[src/include/bmc_pkg.sv]
// Constants and types shared by the backup mode controller
`default_nettype none
package bmc_pkg;
   // ----------------------------------------
   // Port codes seen on the port bus
   // ----------------------------------------
   localparam logic [3:0] BMC_CODE_MODE = 4'he; // Stop mode select port
   localparam logic [3:0] BMC_CODE_HOLD = 4'hb; // Backup request pin port
   // ----------------------------------------
   // Field positions and reset values
   // ----------------------------------------
   localparam int BMC_MODE_BIT = 0; // Stop mode select bit in data
   localparam int BMC_HOLD_BIT = 0; // Pin level in read data
   localparam int BMC_STATE_LSB = 1; // Halt-state flag in read data
   localparam logic BMC_MODE_RST = 1'b0; // Gated stop after reset
   // ----------------------------------------
   // Wait instruction operands
   // ----------------------------------------
   localparam logic [3:0] BMC_WAIT_SOFT_OP = 4'h0; // CPU-only halt
   localparam logic [3:0] BMC_WAIT_DEEP_OP = 4'h1; // Deep halt
   // ----------------------------------------
   // Timing
   // ----------------------------------------
   localparam int BMC_CLK_HZ = 100_000_000; // Rate of ref_clk
   localparam int BMC_STANDBY_MS = 100; // Stand-by after clock stop
   localparam int BMC_STANDBY_CYC = (BMC_CLK_HZ / 1000) * BMC_STANDBY_MS;
   localparam int BMC_CNT_W = 24; // Wide enough for the stand-by count
   // ----------------------------------------
   // Controller states
   // ----------------------------------------
   typedef enum logic [2:0] {
      BMC_ST_RUN,
      BMC_ST_CLKSTOP,
      BMC_ST_STANDBY,
      BMC_ST_WAIT_SOFT,
      BMC_ST_WAIT_DEEP
   } bmc_state_t;
endpackage
`default_nettype wire

[src/logic/bmc_backup_ctrl.sv]
// Backup mode controller: clock stop, wait halts, wake-up and resume
//
// Contract
// - Stop or wait instruction enters a backup mode
// - Clock stop halts oscillator, forces outputs off
// - Clock stop resumes after 100 ms stand-by
// - Mode bit written by port write code EH
// - Gated stop enters only with pin low
// - Forced stop always enters clock stop
// - PLL off while stop instruction executes
// - Gated stop released by pin high, input change
// - Forced stop released by pin or input change
// - Wait resumes immediately, no stand-by
// - Wait operand 0H halts CPU only
// - Wait operand 1H deep halt, display low
// - PLL off in deep halt only; the code also holds it off in clock stop and stand-by
// - Wait released by pin or input change
// - Key high releases wait in key mode
// - 2 Hz flag releases CPU-only halt
// - Pin level readable at port code BH
// - Mode bit clears to gated after reset
//
// The implementer's own choices: the register offsets and the strobed register port.
`default_nettype none
module bmc_backup_ctrl
   import bmc_pkg::*;
#(
   parameter int unsigned STANDBY_CYCLES = BMC_STANDBY_CYC
) (
   input wire logic ref_clk,
   input wire logic arst_n,
   input wire logic [3:0] port_addr,
   input wire logic [3:0] port_wdata,
   input wire logic port_wr,
   input wire logic port_rd,
   output logic [3:0] port_rdata,
   input wire logic stop_clock_instr,
   input wire logic wait_instr,
   input wire logic [3:0] wait_operand,
   input wire logic backup_req_n,
   input wire logic [3:0] key_input_pins,
   input wire logic [3:0] wake_io_port_bits,
   input wire logic [3:0] wake_io_is_input,
   input wire logic key_input_mode,
   input wire logic timer_2hz_flag,
   output logic osc_run,
   output logic pll_off,
   output logic disp_force_low,
   output logic out_port_force_off,
   output logic cpu_halt,
   output logic resume_pulse
);
   // ----------------------------------------
   // Declarations
   // ----------------------------------------
   bmc_state_t state_reg; // Current backup state
   bmc_state_t state_next; // Next backup state
   logic stop_mode_select_bit; // 0 gated, 1 forced
   logic forced_reg; // Mode latched at clock stop entry
   logic [3:0] snap_io_reg; // Wake port levels at entry
   logic snap_hold_reg; // Pin level at entry
   logic flag_d_reg; // Last 2 Hz flag value
   logic [BMC_CNT_W-1:0] cnt_reg; // Stand-by countdown
   logic resume_reg; // One-cycle resume strobe
   logic [3:0] rdata_reg; // Read data, valid one cycle
   logic [8:0] pins_s; // Synchronised pin group
   logic hold_s; // Pin level, 1 = high
   logic [3:0] key_s; // Synchronised keys
   logic [3:0] io_s; // Synchronised wake port bits
   wire in_run; // CPU executing
   wire stop_enter; // Stop instruction takes effect
   wire soft_enter; // CPU-only halt requested
   wire deep_enter; // Deep halt requested
   wire io_change; // Input-configured bit moved
   wire hold_change; // Pin moved since entry
   wire key_wake; // Key pressed in key mode
   wire flag_rise; // 2 Hz flag just set
   wire stop_wake; // Clock stop release
   wire wait_wake; // Wait release
   wire snap_load; // Take entry snapshot
   wire wr_mode; // Write to mode port
   wire [3:0] rd_mux; // Read decode
   wire [BMC_CNT_W-1:0] cnt_load; // Stand-by reload value

   // ----------------------------------------
   // Pin synchronisation
   // ----------------------------------------
   // Pins come from outside the clock domain
   bmc_sync2 #(
      .WIDTH(9)
   ) u_sync (
      .ref_clk(ref_clk),
      .arst_n(arst_n),
      .async_in({backup_req_n, key_input_pins, wake_io_port_bits}),
      .sync_out(pins_s)
   );
   assign hold_s = pins_s[8];
   assign key_s = pins_s[7:4];
   assign io_s = pins_s[3:0];

   // ----------------------------------------
   // Entry decode
   // ----------------------------------------
   assign in_run = (state_reg == BMC_ST_RUN);
   // Gated needs the pin low; forced ignores it
   assign stop_enter = in_run && stop_clock_instr && (stop_mode_select_bit || !hold_s);
   // Operand picks the halt depth; other operands do nothing
   assign soft_enter = in_run && wait_instr && !stop_clock_instr && (wait_operand == BMC_WAIT_SOFT_OP);
   assign deep_enter = in_run && wait_instr && !stop_clock_instr && (wait_operand == BMC_WAIT_DEEP_OP);
   assign snap_load = stop_enter || soft_enter || deep_enter;

   // ----------------------------------------
   // Wake decode
   // ----------------------------------------
   // Only bits set as inputs count, against entry levels
   assign io_change = |((io_s ^ snap_io_reg) & wake_io_is_input);
   assign hold_change = hold_s ^ snap_hold_reg;
   assign key_wake = key_input_mode && (|key_s);
   assign flag_rise = timer_2hz_flag && !flag_d_reg;
   // Gated: pin high; forced: pin activity
   assign stop_wake = (forced_reg ? hold_change : hold_s) || io_change;
   // 2 Hz wake only in the CPU-only halt
   assign wait_wake = hold_change || io_change || key_wake || ((state_reg == BMC_ST_WAIT_SOFT) && flag_rise);

   // ----------------------------------------
   // Next state
   // ----------------------------------------
   always_comb
   begin
      state_next = state_reg;
      case (state_reg)
         BMC_ST_RUN:
         begin
            // Stop wins if both instructions appear at once
            if (stop_enter)
               state_next = BMC_ST_CLKSTOP;
            else if (soft_enter)
               state_next = BMC_ST_WAIT_SOFT;
            else if (deep_enter)
               state_next = BMC_ST_WAIT_DEEP;
         end
         BMC_ST_CLKSTOP:
         begin
            if (stop_wake)
               state_next = BMC_ST_STANDBY;
         end
         BMC_ST_STANDBY:
         begin
            // Oscillator settles before code runs again
            if (cnt_reg == '0)
               state_next = BMC_ST_RUN;
         end
         BMC_ST_WAIT_SOFT, BMC_ST_WAIT_DEEP:
         begin
            // No stand-by on wait release
            if (wait_wake)
               state_next = BMC_ST_RUN;
         end
         default:
            state_next = BMC_ST_RUN;
      endcase
   end

   // ----------------------------------------
   // State register and resume strobe
   // ----------------------------------------
   always_ff @(posedge ref_clk or negedge arst_n)
   begin
      if (!arst_n)
      begin
         state_reg <= BMC_ST_RUN;
         resume_reg <= 1'b0;
      end
      else
      begin
         state_reg <= state_next;
         // PC moves to the next address on this strobe
         resume_reg <= !in_run && (state_next == BMC_ST_RUN);
      end
   end

   // ----------------------------------------
   // Entry snapshot
   // ----------------------------------------
   // Taken on the entry edge, so a change right after entry still wakes
   always_ff @(posedge ref_clk or negedge arst_n)
   begin
      if (!arst_n)
      begin
         snap_io_reg <= 4'h0;
         snap_hold_reg <= 1'b0;
         forced_reg <= 1'b0;
         flag_d_reg <= 1'b0;
      end
      else
      begin
         flag_d_reg <= timer_2hz_flag;
         if (snap_load)
         begin
            snap_io_reg <= io_s;
            snap_hold_reg <= hold_s;
            forced_reg <= stop_mode_select_bit;
         end
      end
   end

   // ----------------------------------------
   // Stand-by counter
   // ----------------------------------------
   // Shorten STANDBY_CYCLES in simulation; hardware uses the full 100 ms
   assign cnt_load = BMC_CNT_W'(STANDBY_CYCLES - 1);
   always_ff @(posedge ref_clk or negedge arst_n)
   begin
      if (!arst_n)
         cnt_reg <= '0;
      else if (state_reg == BMC_ST_CLKSTOP)
         cnt_reg <= cnt_load;
      else if (state_reg == BMC_ST_STANDBY && cnt_reg != '0)
         cnt_reg <= cnt_reg - 1'b1;
   end

   // ----------------------------------------
   // Port bus
   // ----------------------------------------
   assign wr_mode = port_wr && (port_addr == BMC_CODE_MODE);
   // Read decode; unmapped codes read zero
   assign rd_mux = (port_addr == BMC_CODE_HOLD) ? {2'b00, !in_run, hold_s} :
                   (port_addr == BMC_CODE_MODE) ? {3'b000, stop_mode_select_bit} : 4'h0;

   // Mode bit, gated after reset
   always_ff @(posedge ref_clk or negedge arst_n)
   begin
      if (!arst_n)
         stop_mode_select_bit <= BMC_MODE_RST;
      else if (wr_mode)
         stop_mode_select_bit <= port_wdata[BMC_MODE_BIT];
   end

   // Read data stands only in the cycle after the strobe
   always_ff @(posedge ref_clk or negedge arst_n)
   begin
      if (!arst_n)
         rdata_reg <= 4'h0;
      else if (port_rd)
         rdata_reg <= rd_mux;
      else
         rdata_reg <= 4'h0;
   end
   assign port_rdata = rdata_reg;

   // ----------------------------------------
   // Control outputs
   // ----------------------------------------
   // Crystal stops only in clock stop; it restarts for the stand
   assign osc_run = (state_reg != BMC_ST_CLKSTOP);
   // Off during the stop instruction and deep halt, not soft halt
   assign pll_off = (in_run && stop_clock_instr) || (state_reg == BMC_ST_CLKSTOP) ||
                    (state_reg == BMC_ST_STANDBY) || (state_reg == BMC_ST_WAIT_DEEP);
   assign disp_force_low = (state_reg == BMC_ST_CLKSTOP) || (state_reg == BMC_ST_WAIT_DEEP);
   assign out_port_force_off = (state_reg == BMC_ST_CLKSTOP);
   assign cpu_halt = !in_run; // PC held at the halting instruction
   assign resume_pulse = resume_reg;
endmodule // bmc_backup_ctrl
`default_nettype wire

[src/logic/bmc_sync2.sv]
// Two-flop synchroniser for asynchronous pin inputs
`default_nettype none
module bmc_sync2 #(
   parameter int WIDTH = 1
) (
   input wire logic ref_clk,
   input wire logic arst_n,
   input wire logic [WIDTH-1:0] async_in,
   output logic [WIDTH-1:0] sync_out
);
   // First stage, read only by the second stage
   logic [WIDTH-1:0] meta_reg;

   // ----------------------------------------
   // Synchroniser chain
   // ----------------------------------------
   // Both stages clear on reset; a level is trusted two edges later
   always_ff @(posedge ref_clk or negedge arst_n)
   begin
      if (!arst_n)
      begin
         meta_reg <= '0;
         sync_out <= '0;
      end
      else
      begin
         meta_reg <= async_in;
         sync_out <= meta_reg;
      end
   end
endmodule // bmc_sync2
`default_nettype wire

[config.mk]
export PLATFORM = sky130hd
export DESIGN_NAME = bmc_backup_ctrl
export DESIGN_NICKNAME = d
export VERILOG_FILES = /design/src/include/bmc_pkg.sv /design/src/logic/bmc_backup_ctrl.sv /design/src/logic/bmc_sync2.sv
export SDC_FILE = /design/constraint.sdc
export NUM_CORES = 1
export LEC_CHECK = 0
export BUFFER_PORTS_ARGS = -buffer_cell sky130_fd_sc_hd__buf_2
export CAP_MARGIN = 20
export CORE_MARGIN = 3
export CORE_UTILIZATION = 40
export CTS_BUF_LIST = sky130_fd_sc_hd__clkbuf_16
export CTS_CLUSTER_DIAMETER = 50
export DETAILED_ROUTE_END_ITERATION = 7
export PLACE_DENSITY = 0.62
export SLEW_MARGIN = 30
export SYNTH_ARGS = -nofsm -noshare
export SYNTH_HDL_FRONTEND = slang
export SYNTH_SLANG_ARGS = --single-unit
[constraint.sdc]
create_clock -name ref_clk -period 3.55 [get_ports ref_clk]
set_clock_uncertainty 0.15 [all_clocks]
set_input_delay 0.355 -clock ref_clk [delete_from_list [all_inputs] [get_ports ref_clk]]
set_output_delay 0.355 -clock ref_clk [all_outputs]
set_load 0.1 [all_outputs]
### Word-level counts from Yosys, hierarchy flattened

Cells that the tools add are included.

| word-level totals | value |
|---|---|
| output and inout bits | 10 |
| word-level logic and storage cells | 72 |
| register bits | 58 |
| memories kept | 0 |
| RAM bits | 0 |
| ROM bits | 0 |
| input port bits | 33 |
| bits in latches | 0 |

| cells by class | value |
|---|---|
| reductions and logical operators | 36 |
| bitwise logic cells | 3 |
| shift-type cells | 0 |
| $mul | 0 |
| $add $sub $neg | 1 |
| equal/unequal tests | 8 |
| div/mod/pow operators | 0 |
| mux-type cells | 13 |
| order comparisons | 0 |

Operator list:

| operator | number |
|---|---|
| $mux 24 | 2 |
| $logic_not 24->1 | 1 |
| $reduce_bool 24->1 | 1 |
| $sub 24x1->24 const B | 1 |
| $mux 3 | 6 |
| $logic_and 1x1->1 | 12 |
| $pmux 3 s4 | 1 |
| $logic_or 1x1->1 | 11 |
| $eq 4x4->1 const B | 2 |
| $reduce_or 4->1 | 2 |
| $eq 3x2->1 const B | 2 |
| $logic_not 3->1 | 2 |
| $and 4x4->4 | 1 |
| $eq 4x1->1 const B | 1 |
| $logic_not 1->1 | 4 |
| $logic_not 4->1 | 1 |
| $mux 2 | 2 |
| $xor 4x4->4 | 1 |
| $eq 3x1->1 const B | 1 |
| $eq 3x3->1 const B | 1 |
| $ne 3x1->1 const B | 1 |
| $mux 1 | 2 |
| $reduce_bool 2->1 | 1 |
| $reduce_or 2->1 | 1 |
| $xor 1x1->1 | 1 |

### Logic depth before layout (Yosys ltp)

| depth | value |
|---|---|
| depth in word-level cells | 10 |
| mapped depth | 8 |
| depth with buffers taken out | 7 |

### Modules after synthesis

From an unflattened synthesis, not the netlist that was laid out.

| second synthesis, totals | value |
|---|---|
| cell total of the unflattened synthesis | 228 |
| area total of the unflattened synthesis | 2549.9 um^2 |

Modules (own cells, without submodules):

| module | cells each | seq. area each (um^2) | times used | area an instance (um^2) |
|---|---|---|---|---|
| bmc_backup_ctrl | 210 | 950.9 | 1 | 2099.5 |
| bmc_sync2 | 18 | 450.4 | 1 | 450.4 |

### Worst setup path before layout

Ideal clock, no wire load.

| timing | value |
|---|---|
| path kind | reg-to-output |
| start point | reg state_reg[0] |
| end point | out pll_off |
| path buffers | 1 |
| arrival time | 2720 ps |
| stages on the path, launching flop included | 6 |
| slack | 325 ps |
| required time | 3045 ps |
| path through | dfrtp_1 -> clkbuf_1 -> nor3_1 -> inv_1 -> nor2_1 -> nor2_1 |

| between the ends | value |
|---|---|
| longest elaborated chain between the ends | 5 |
| elaborated cells between the ends (all ways) | 8 |
| those cells by class | eq/ne (3); reduce/logical (5) |

Ends and longest elaborated chain:

| what | line | source |
|---|---|---|
| start, declared | bmc_backup_ctrl.sv:56 | `bmc_state_t state_reg;` |
| start signal, assigned | bmc_backup_ctrl.sv:176 | `state_reg <= state_next;` |
| $logic_not 3->1 | bmc_backup_ctrl.sv:104 | `assign in_run = (state_reg == BMC_ST_RUN);` |
| $logic_and 1x1->1 | bmc_backup_ctrl.sv:257 | `assign pll_off = (in_run && stop_clock_instr) \|\| (state_reg == BMC_ST_CLKSTOP) \|\|` |
| $logic_or 1x1->1 (2 in a row) | bmc_backup_ctrl.sv:257 |  |
| $logic_or 1x1->1 (*) | bmc_backup_ctrl.sv:258 | `(state_reg == BMC_ST_STANDBY) \|\| (state_reg == BMC_ST_WAIT_DEEP);` |
| end, declared | bmc_backup_ctrl.sv:47 | `output logic pll_off,` |

Mark *: on every way between the ends. The rest lies on a longest branch, timed or not.

### Worst setup path after layout

| timing | value |
|---|---|
| start point | reg cnt_reg[0] |
| end point | reg resume_reg (netlist: resume_pulse) |

| between the ends | value |
|---|---|
| longest elaborated chain between the ends | 5 |

Ends and longest elaborated chain:

| what | line | source |
|---|---|---|
| start, declared | bmc_backup_ctrl.sv:63 | `logic [BMC_CNT_W-1:0] cnt_reg;` |
| start signal, assigned | bmc_backup_ctrl.sv:217 | `cnt_reg <= cnt_load;` |
| start signal, assigned | bmc_backup_ctrl.sv:219 | `cnt_reg <= cnt_reg - 1'b1;` |
| $logic_not 24->1 | bmc_backup_ctrl.sv:150 | `if (cnt_reg == '0)` |
| $mux 3 | bmc_backup_ctrl.sv:150 |  |
| $pmux 3 s4 | bmc_backup_ctrl.sv:131 | `case (state_reg)` |
| $logic_not 3->1 | bmc_backup_ctrl.sv:178 | `resume_reg <= !in_run && (state_next == BMC_ST_RUN);` |
| $logic_and 1x1->1 | bmc_backup_ctrl.sv:178 |  |
| end signal, assigned | bmc_backup_ctrl.sv:178 |  |
| end, declared | bmc_backup_ctrl.sv:64 | `logic resume_reg;` |

No other way between the ends.
A chain may end at the register's enable or synchronous reset.

==> flow_metrics.py <==
metrics = {
    "run_status": {
        "status": "finished clean",
    },
    "placed_design": {
        "place_ws_ns": 0.5350,
        "place_hpwl_mm": 3.394,
        "dp_cells": 333,
        "gp_congestion": 0.7859,
        "port-buffer-count": 37,
    },
    "flow_run": {
        "maxCapViolCount": 0,
    },
    "worst_setup_path": {
        "crit_required_ns": 3.59,
        "cp_num_cells": 7,
        "start_kind": "register",
        "worstPathCellList": "inv_1, ha_1, or4b_4, or4b_1, o31ai_4, nand2_2, nor4b_2",
        "r2r-end": "resume_pulse$_DFF_PN0_",
        "cpMaxStageDelayCell": "or4b_1",
        "critPathKind": "register to register",
        "reg2regPathDepth": 7,
        "end_kind": "register",
        "worstReg2RegStart": "cnt_reg[0]$_DFFE_PN0P_",
        "slowest_delay_ns": 0.78,
        "cp.arrival_ns": 3.07,
        "crit_buf_inv": 1,
        "crit_family": "simple AND/OR/NAND/NOR gates",
        "crit_fanout": 10,
        "ff2ff_setup_slack_ns": 0.52,
    },
    "yosys": {
        "ys_seq_area_frac": 0.5453,
        "synth-edff-count": 0,
        "syn_area_um2": 2570,
        "synth_seq_cells": 56,
        "synthCells": 226,
        "ys_types": 50,
        "async_flop_share": 1.000,
        "synth_flop_cell": "dfrtp_1",
        "synth_warnings": 0,
        "avgSynthCellArea_um2": 11.37,
    },
    "floorplan": {
        "rows": 28,
        "io_pins": 43,
        "core_area_um2": 6061,
        "die_area_um2": 7423,
        "die_w_um": 86.16,
        "die_height_um": 86.16,
        "start_util": 0.4240,
    },
    "clock_tree": {
        "clk_latency_ns": 0.29,
        "cts.htree.levels": 2,
        "cts_sinks": 56,
        "cts_buffer_depth": 2,
        "cts_resized": 0,
        "postCtsSetupBuffers": 0,
        "cts.hold.buffers_added": 0,
        "cts_root_buf": "clkbuf_16",
        "cts_made_buffers": 5,
        "path_clk_slew_ns": 0.07,
        "cts_tree": "done",
    },
    "layout": {
        "drive_above_1_share": 0.2481,
        "areaGrowthSynthToFinish_pct": 17.58,
        "nNetsFinal": 300,
        "multi_input_area_um2": 1091,
        "stdcell_count": 341,
        "seqCellArea_um2": 1401,
        "final_core_util": 0.4986,
        "n_fill_cell": 532,
        "largest_reg_flops": 24,
        "n_antenna_cell": 0,
    },
    "timing": {
        "finalCriticalPeriod_ns": 3.030,
        "max_freq_mhz": 330.0,
        "relSlewSlack": 0.3717,
        "hold_ws_ns": 0.01819,
        "timing.final.crit_share": 0.8536,
        "rsz0062_at_grt": "false",
        "worst_slack_ns": 0.5199,
        "tns_ns": 0,
        "tightest_slew_ns": 0.9404,
        "slew_violations": 0,
        "hold_viol": 0,
        "setup_viol": 0,
    },
    "route": {
        "drt_iter0_drc": 102,
        "drtPass1Iterations": 4,
        "ant_nets": 0,
        "viasPerCell": 5.270,
        "drt-total-wl_mm": 4.800,
        "num_vias": 1797,
        "routedWlPerCell_um": 14.08,
        "route.detailed.drc": 0,
    },
    "grt": {
        "grt_usage": 0.1437,
        "grt_overflow_total": 0,
        "grt_max_degree": 40,
        "grt_pass1_wl_mm": 8.424,
        "grt_pass1_vias": 1788,
        "antenna_found_initial": 0,
    },
    "min_path": {
        "min_to": "u_sync.meta_reg[2]$_DFF_PN0_",
        "worstHoldStart": "wake_io_port_bits[2]",
        "hold_path_class": "primary input to register",
        "hold-path-cell-count": 1,
    },
    "pwr": {
        "vdd.ir_drop.worst_v": 0.0003563,
        "p_per_area_nw_per_um2": 684.0,
        "leakage_nw": 1.246,
    },
}
==> power breakdown <==
group	switching [mW]	internal, mW
Clock	0.209	0.400
Combinational	0.458	0.194
Sequential	0.0781	0.729
==> final cells by class <==
type                            instances  area share
Clock inverter                          2     0.01988
Inverter                                6    0.007453
Multi-Input combinational cell        155      0.3611
Tap cell                               75     0.03106
Sequential cell                        56      0.4638
Clock buffer                            5     0.04141
Timing Repair Buffer                   42     0.07536
==> metrics by stage <==
| step | instance area (um^2) | total power, mW |
|---|---|---|
| after floorplan | 2574 | 1.330 |
| after global placement | 2824 | 1.463 |
| after detailed placement | 2824 | 1.477 |
| after CTS | 3009 | 2.093 |
| after global routing | 3022 | 2.189 |
| final | 3022 | 2.067 |
==> Yosys cell counts (3+ instances only) <==
cell type / n / area, um^2
a21oi_1: 5 / 25.02
buf_4: 3 / 22.52
clkbuf_1: 4 / 15.01
dfrtp_1: 56 / 1401
inv_1: 6 / 22.52
mux2_2: 7 / 78.83
nand2_1: 20 / 75.07
nand3_1: 7 / 35.03
nand4_1: 5 / 31.28
nor2_1: 20 / 75.07
nor3_1: 10 / 50.05
o211ai_1: 7 / 52.55
o21ai_0: 3 / 15.01
o31ai_1: 4 / 30.03
or3_1: 4 / 25.02
or4_1: 5 / 37.54
xor2_1: 22 / 192.7
==> routing by layer <==
metal / vias up / global-route usage / share of wire
met5: - / 0 / 0
met4: 0 / 0.05899 / 0.016
met3: 7 / 0.03266 / 0.034
met2: 31 / 0.2299 / 0.48
met1: 868 / 0.1878 / 0.47
li1: 891 / - / -
==> cell usage in the layout (no fill, tap or decap), types with 3 or more instances in the layout <==
| cell | netlist | routed |
|---|---|---|
| a21oi_1 | 5 | 5 |
| buf_2 | 1 | 36 |
| buf_4 | 3 | 5 |
| clkbuf_16 | 0 | 5 |
| dfrtp_1 | 56 | 56 |
| inv_1 | 6 | 6 |
| mux2_2 | 7 | 7 |
| nand2_1 | 20 | 20 |
| nand3_1 | 7 | 7 |
| nand4_1 | 5 | 5 |
| nor2_1 | 20 | 20 |
| nor3_1 | 10 | 10 |
| o211ai_1 | 7 | 7 |
| o21ai_0 | 3 | 3 |
| o31ai_1 | 4 | 4 |
| or3_1 | 4 | 4 |
| or4_1 | 5 | 5 |
| xor2_1 | 22 | 22 |
==> worst max-delay path by stage <==
stage,from,endpoint,slack [ns]
6_report,cnt_reg[0]$_DFFE_PN0P_,resume_pulse$_DFF_PN0_,0.52
5_1_grt,cnt_reg[0]$_DFFE_PN0P_,resume_pulse$_DFF_PN0_,0.42
4_1_cts,cnt_reg[0]$_DFFE_PN0P_,resume_pulse$_DFF_PN0_,0.51
3_5_place_dp,cnt_reg[0]$_DFFE_PN0P_,cnt_reg[9]$_DFFE_PN0P_,0.53
3_3_place_gp,cnt_reg[0]$_DFFE_PN0P_,resume_pulse$_DFF_PN0_,0.57
2_1_floorplan,state_reg[0]$_DFF_PN0_,pll_off,0.33
==> cells by family after synthesis <==
kind of cell | share of synthesized area
compound gates | 0.1022
fa+ha+maj | 0.008763
buf+inv | 0.03164
mux | 0.03457
simple gates | 0.1943
other cells | 0.001459
flops | 0.5453
xor+xnor | 0.08179
Note: power is estimated with default switching activity, not from simulation.
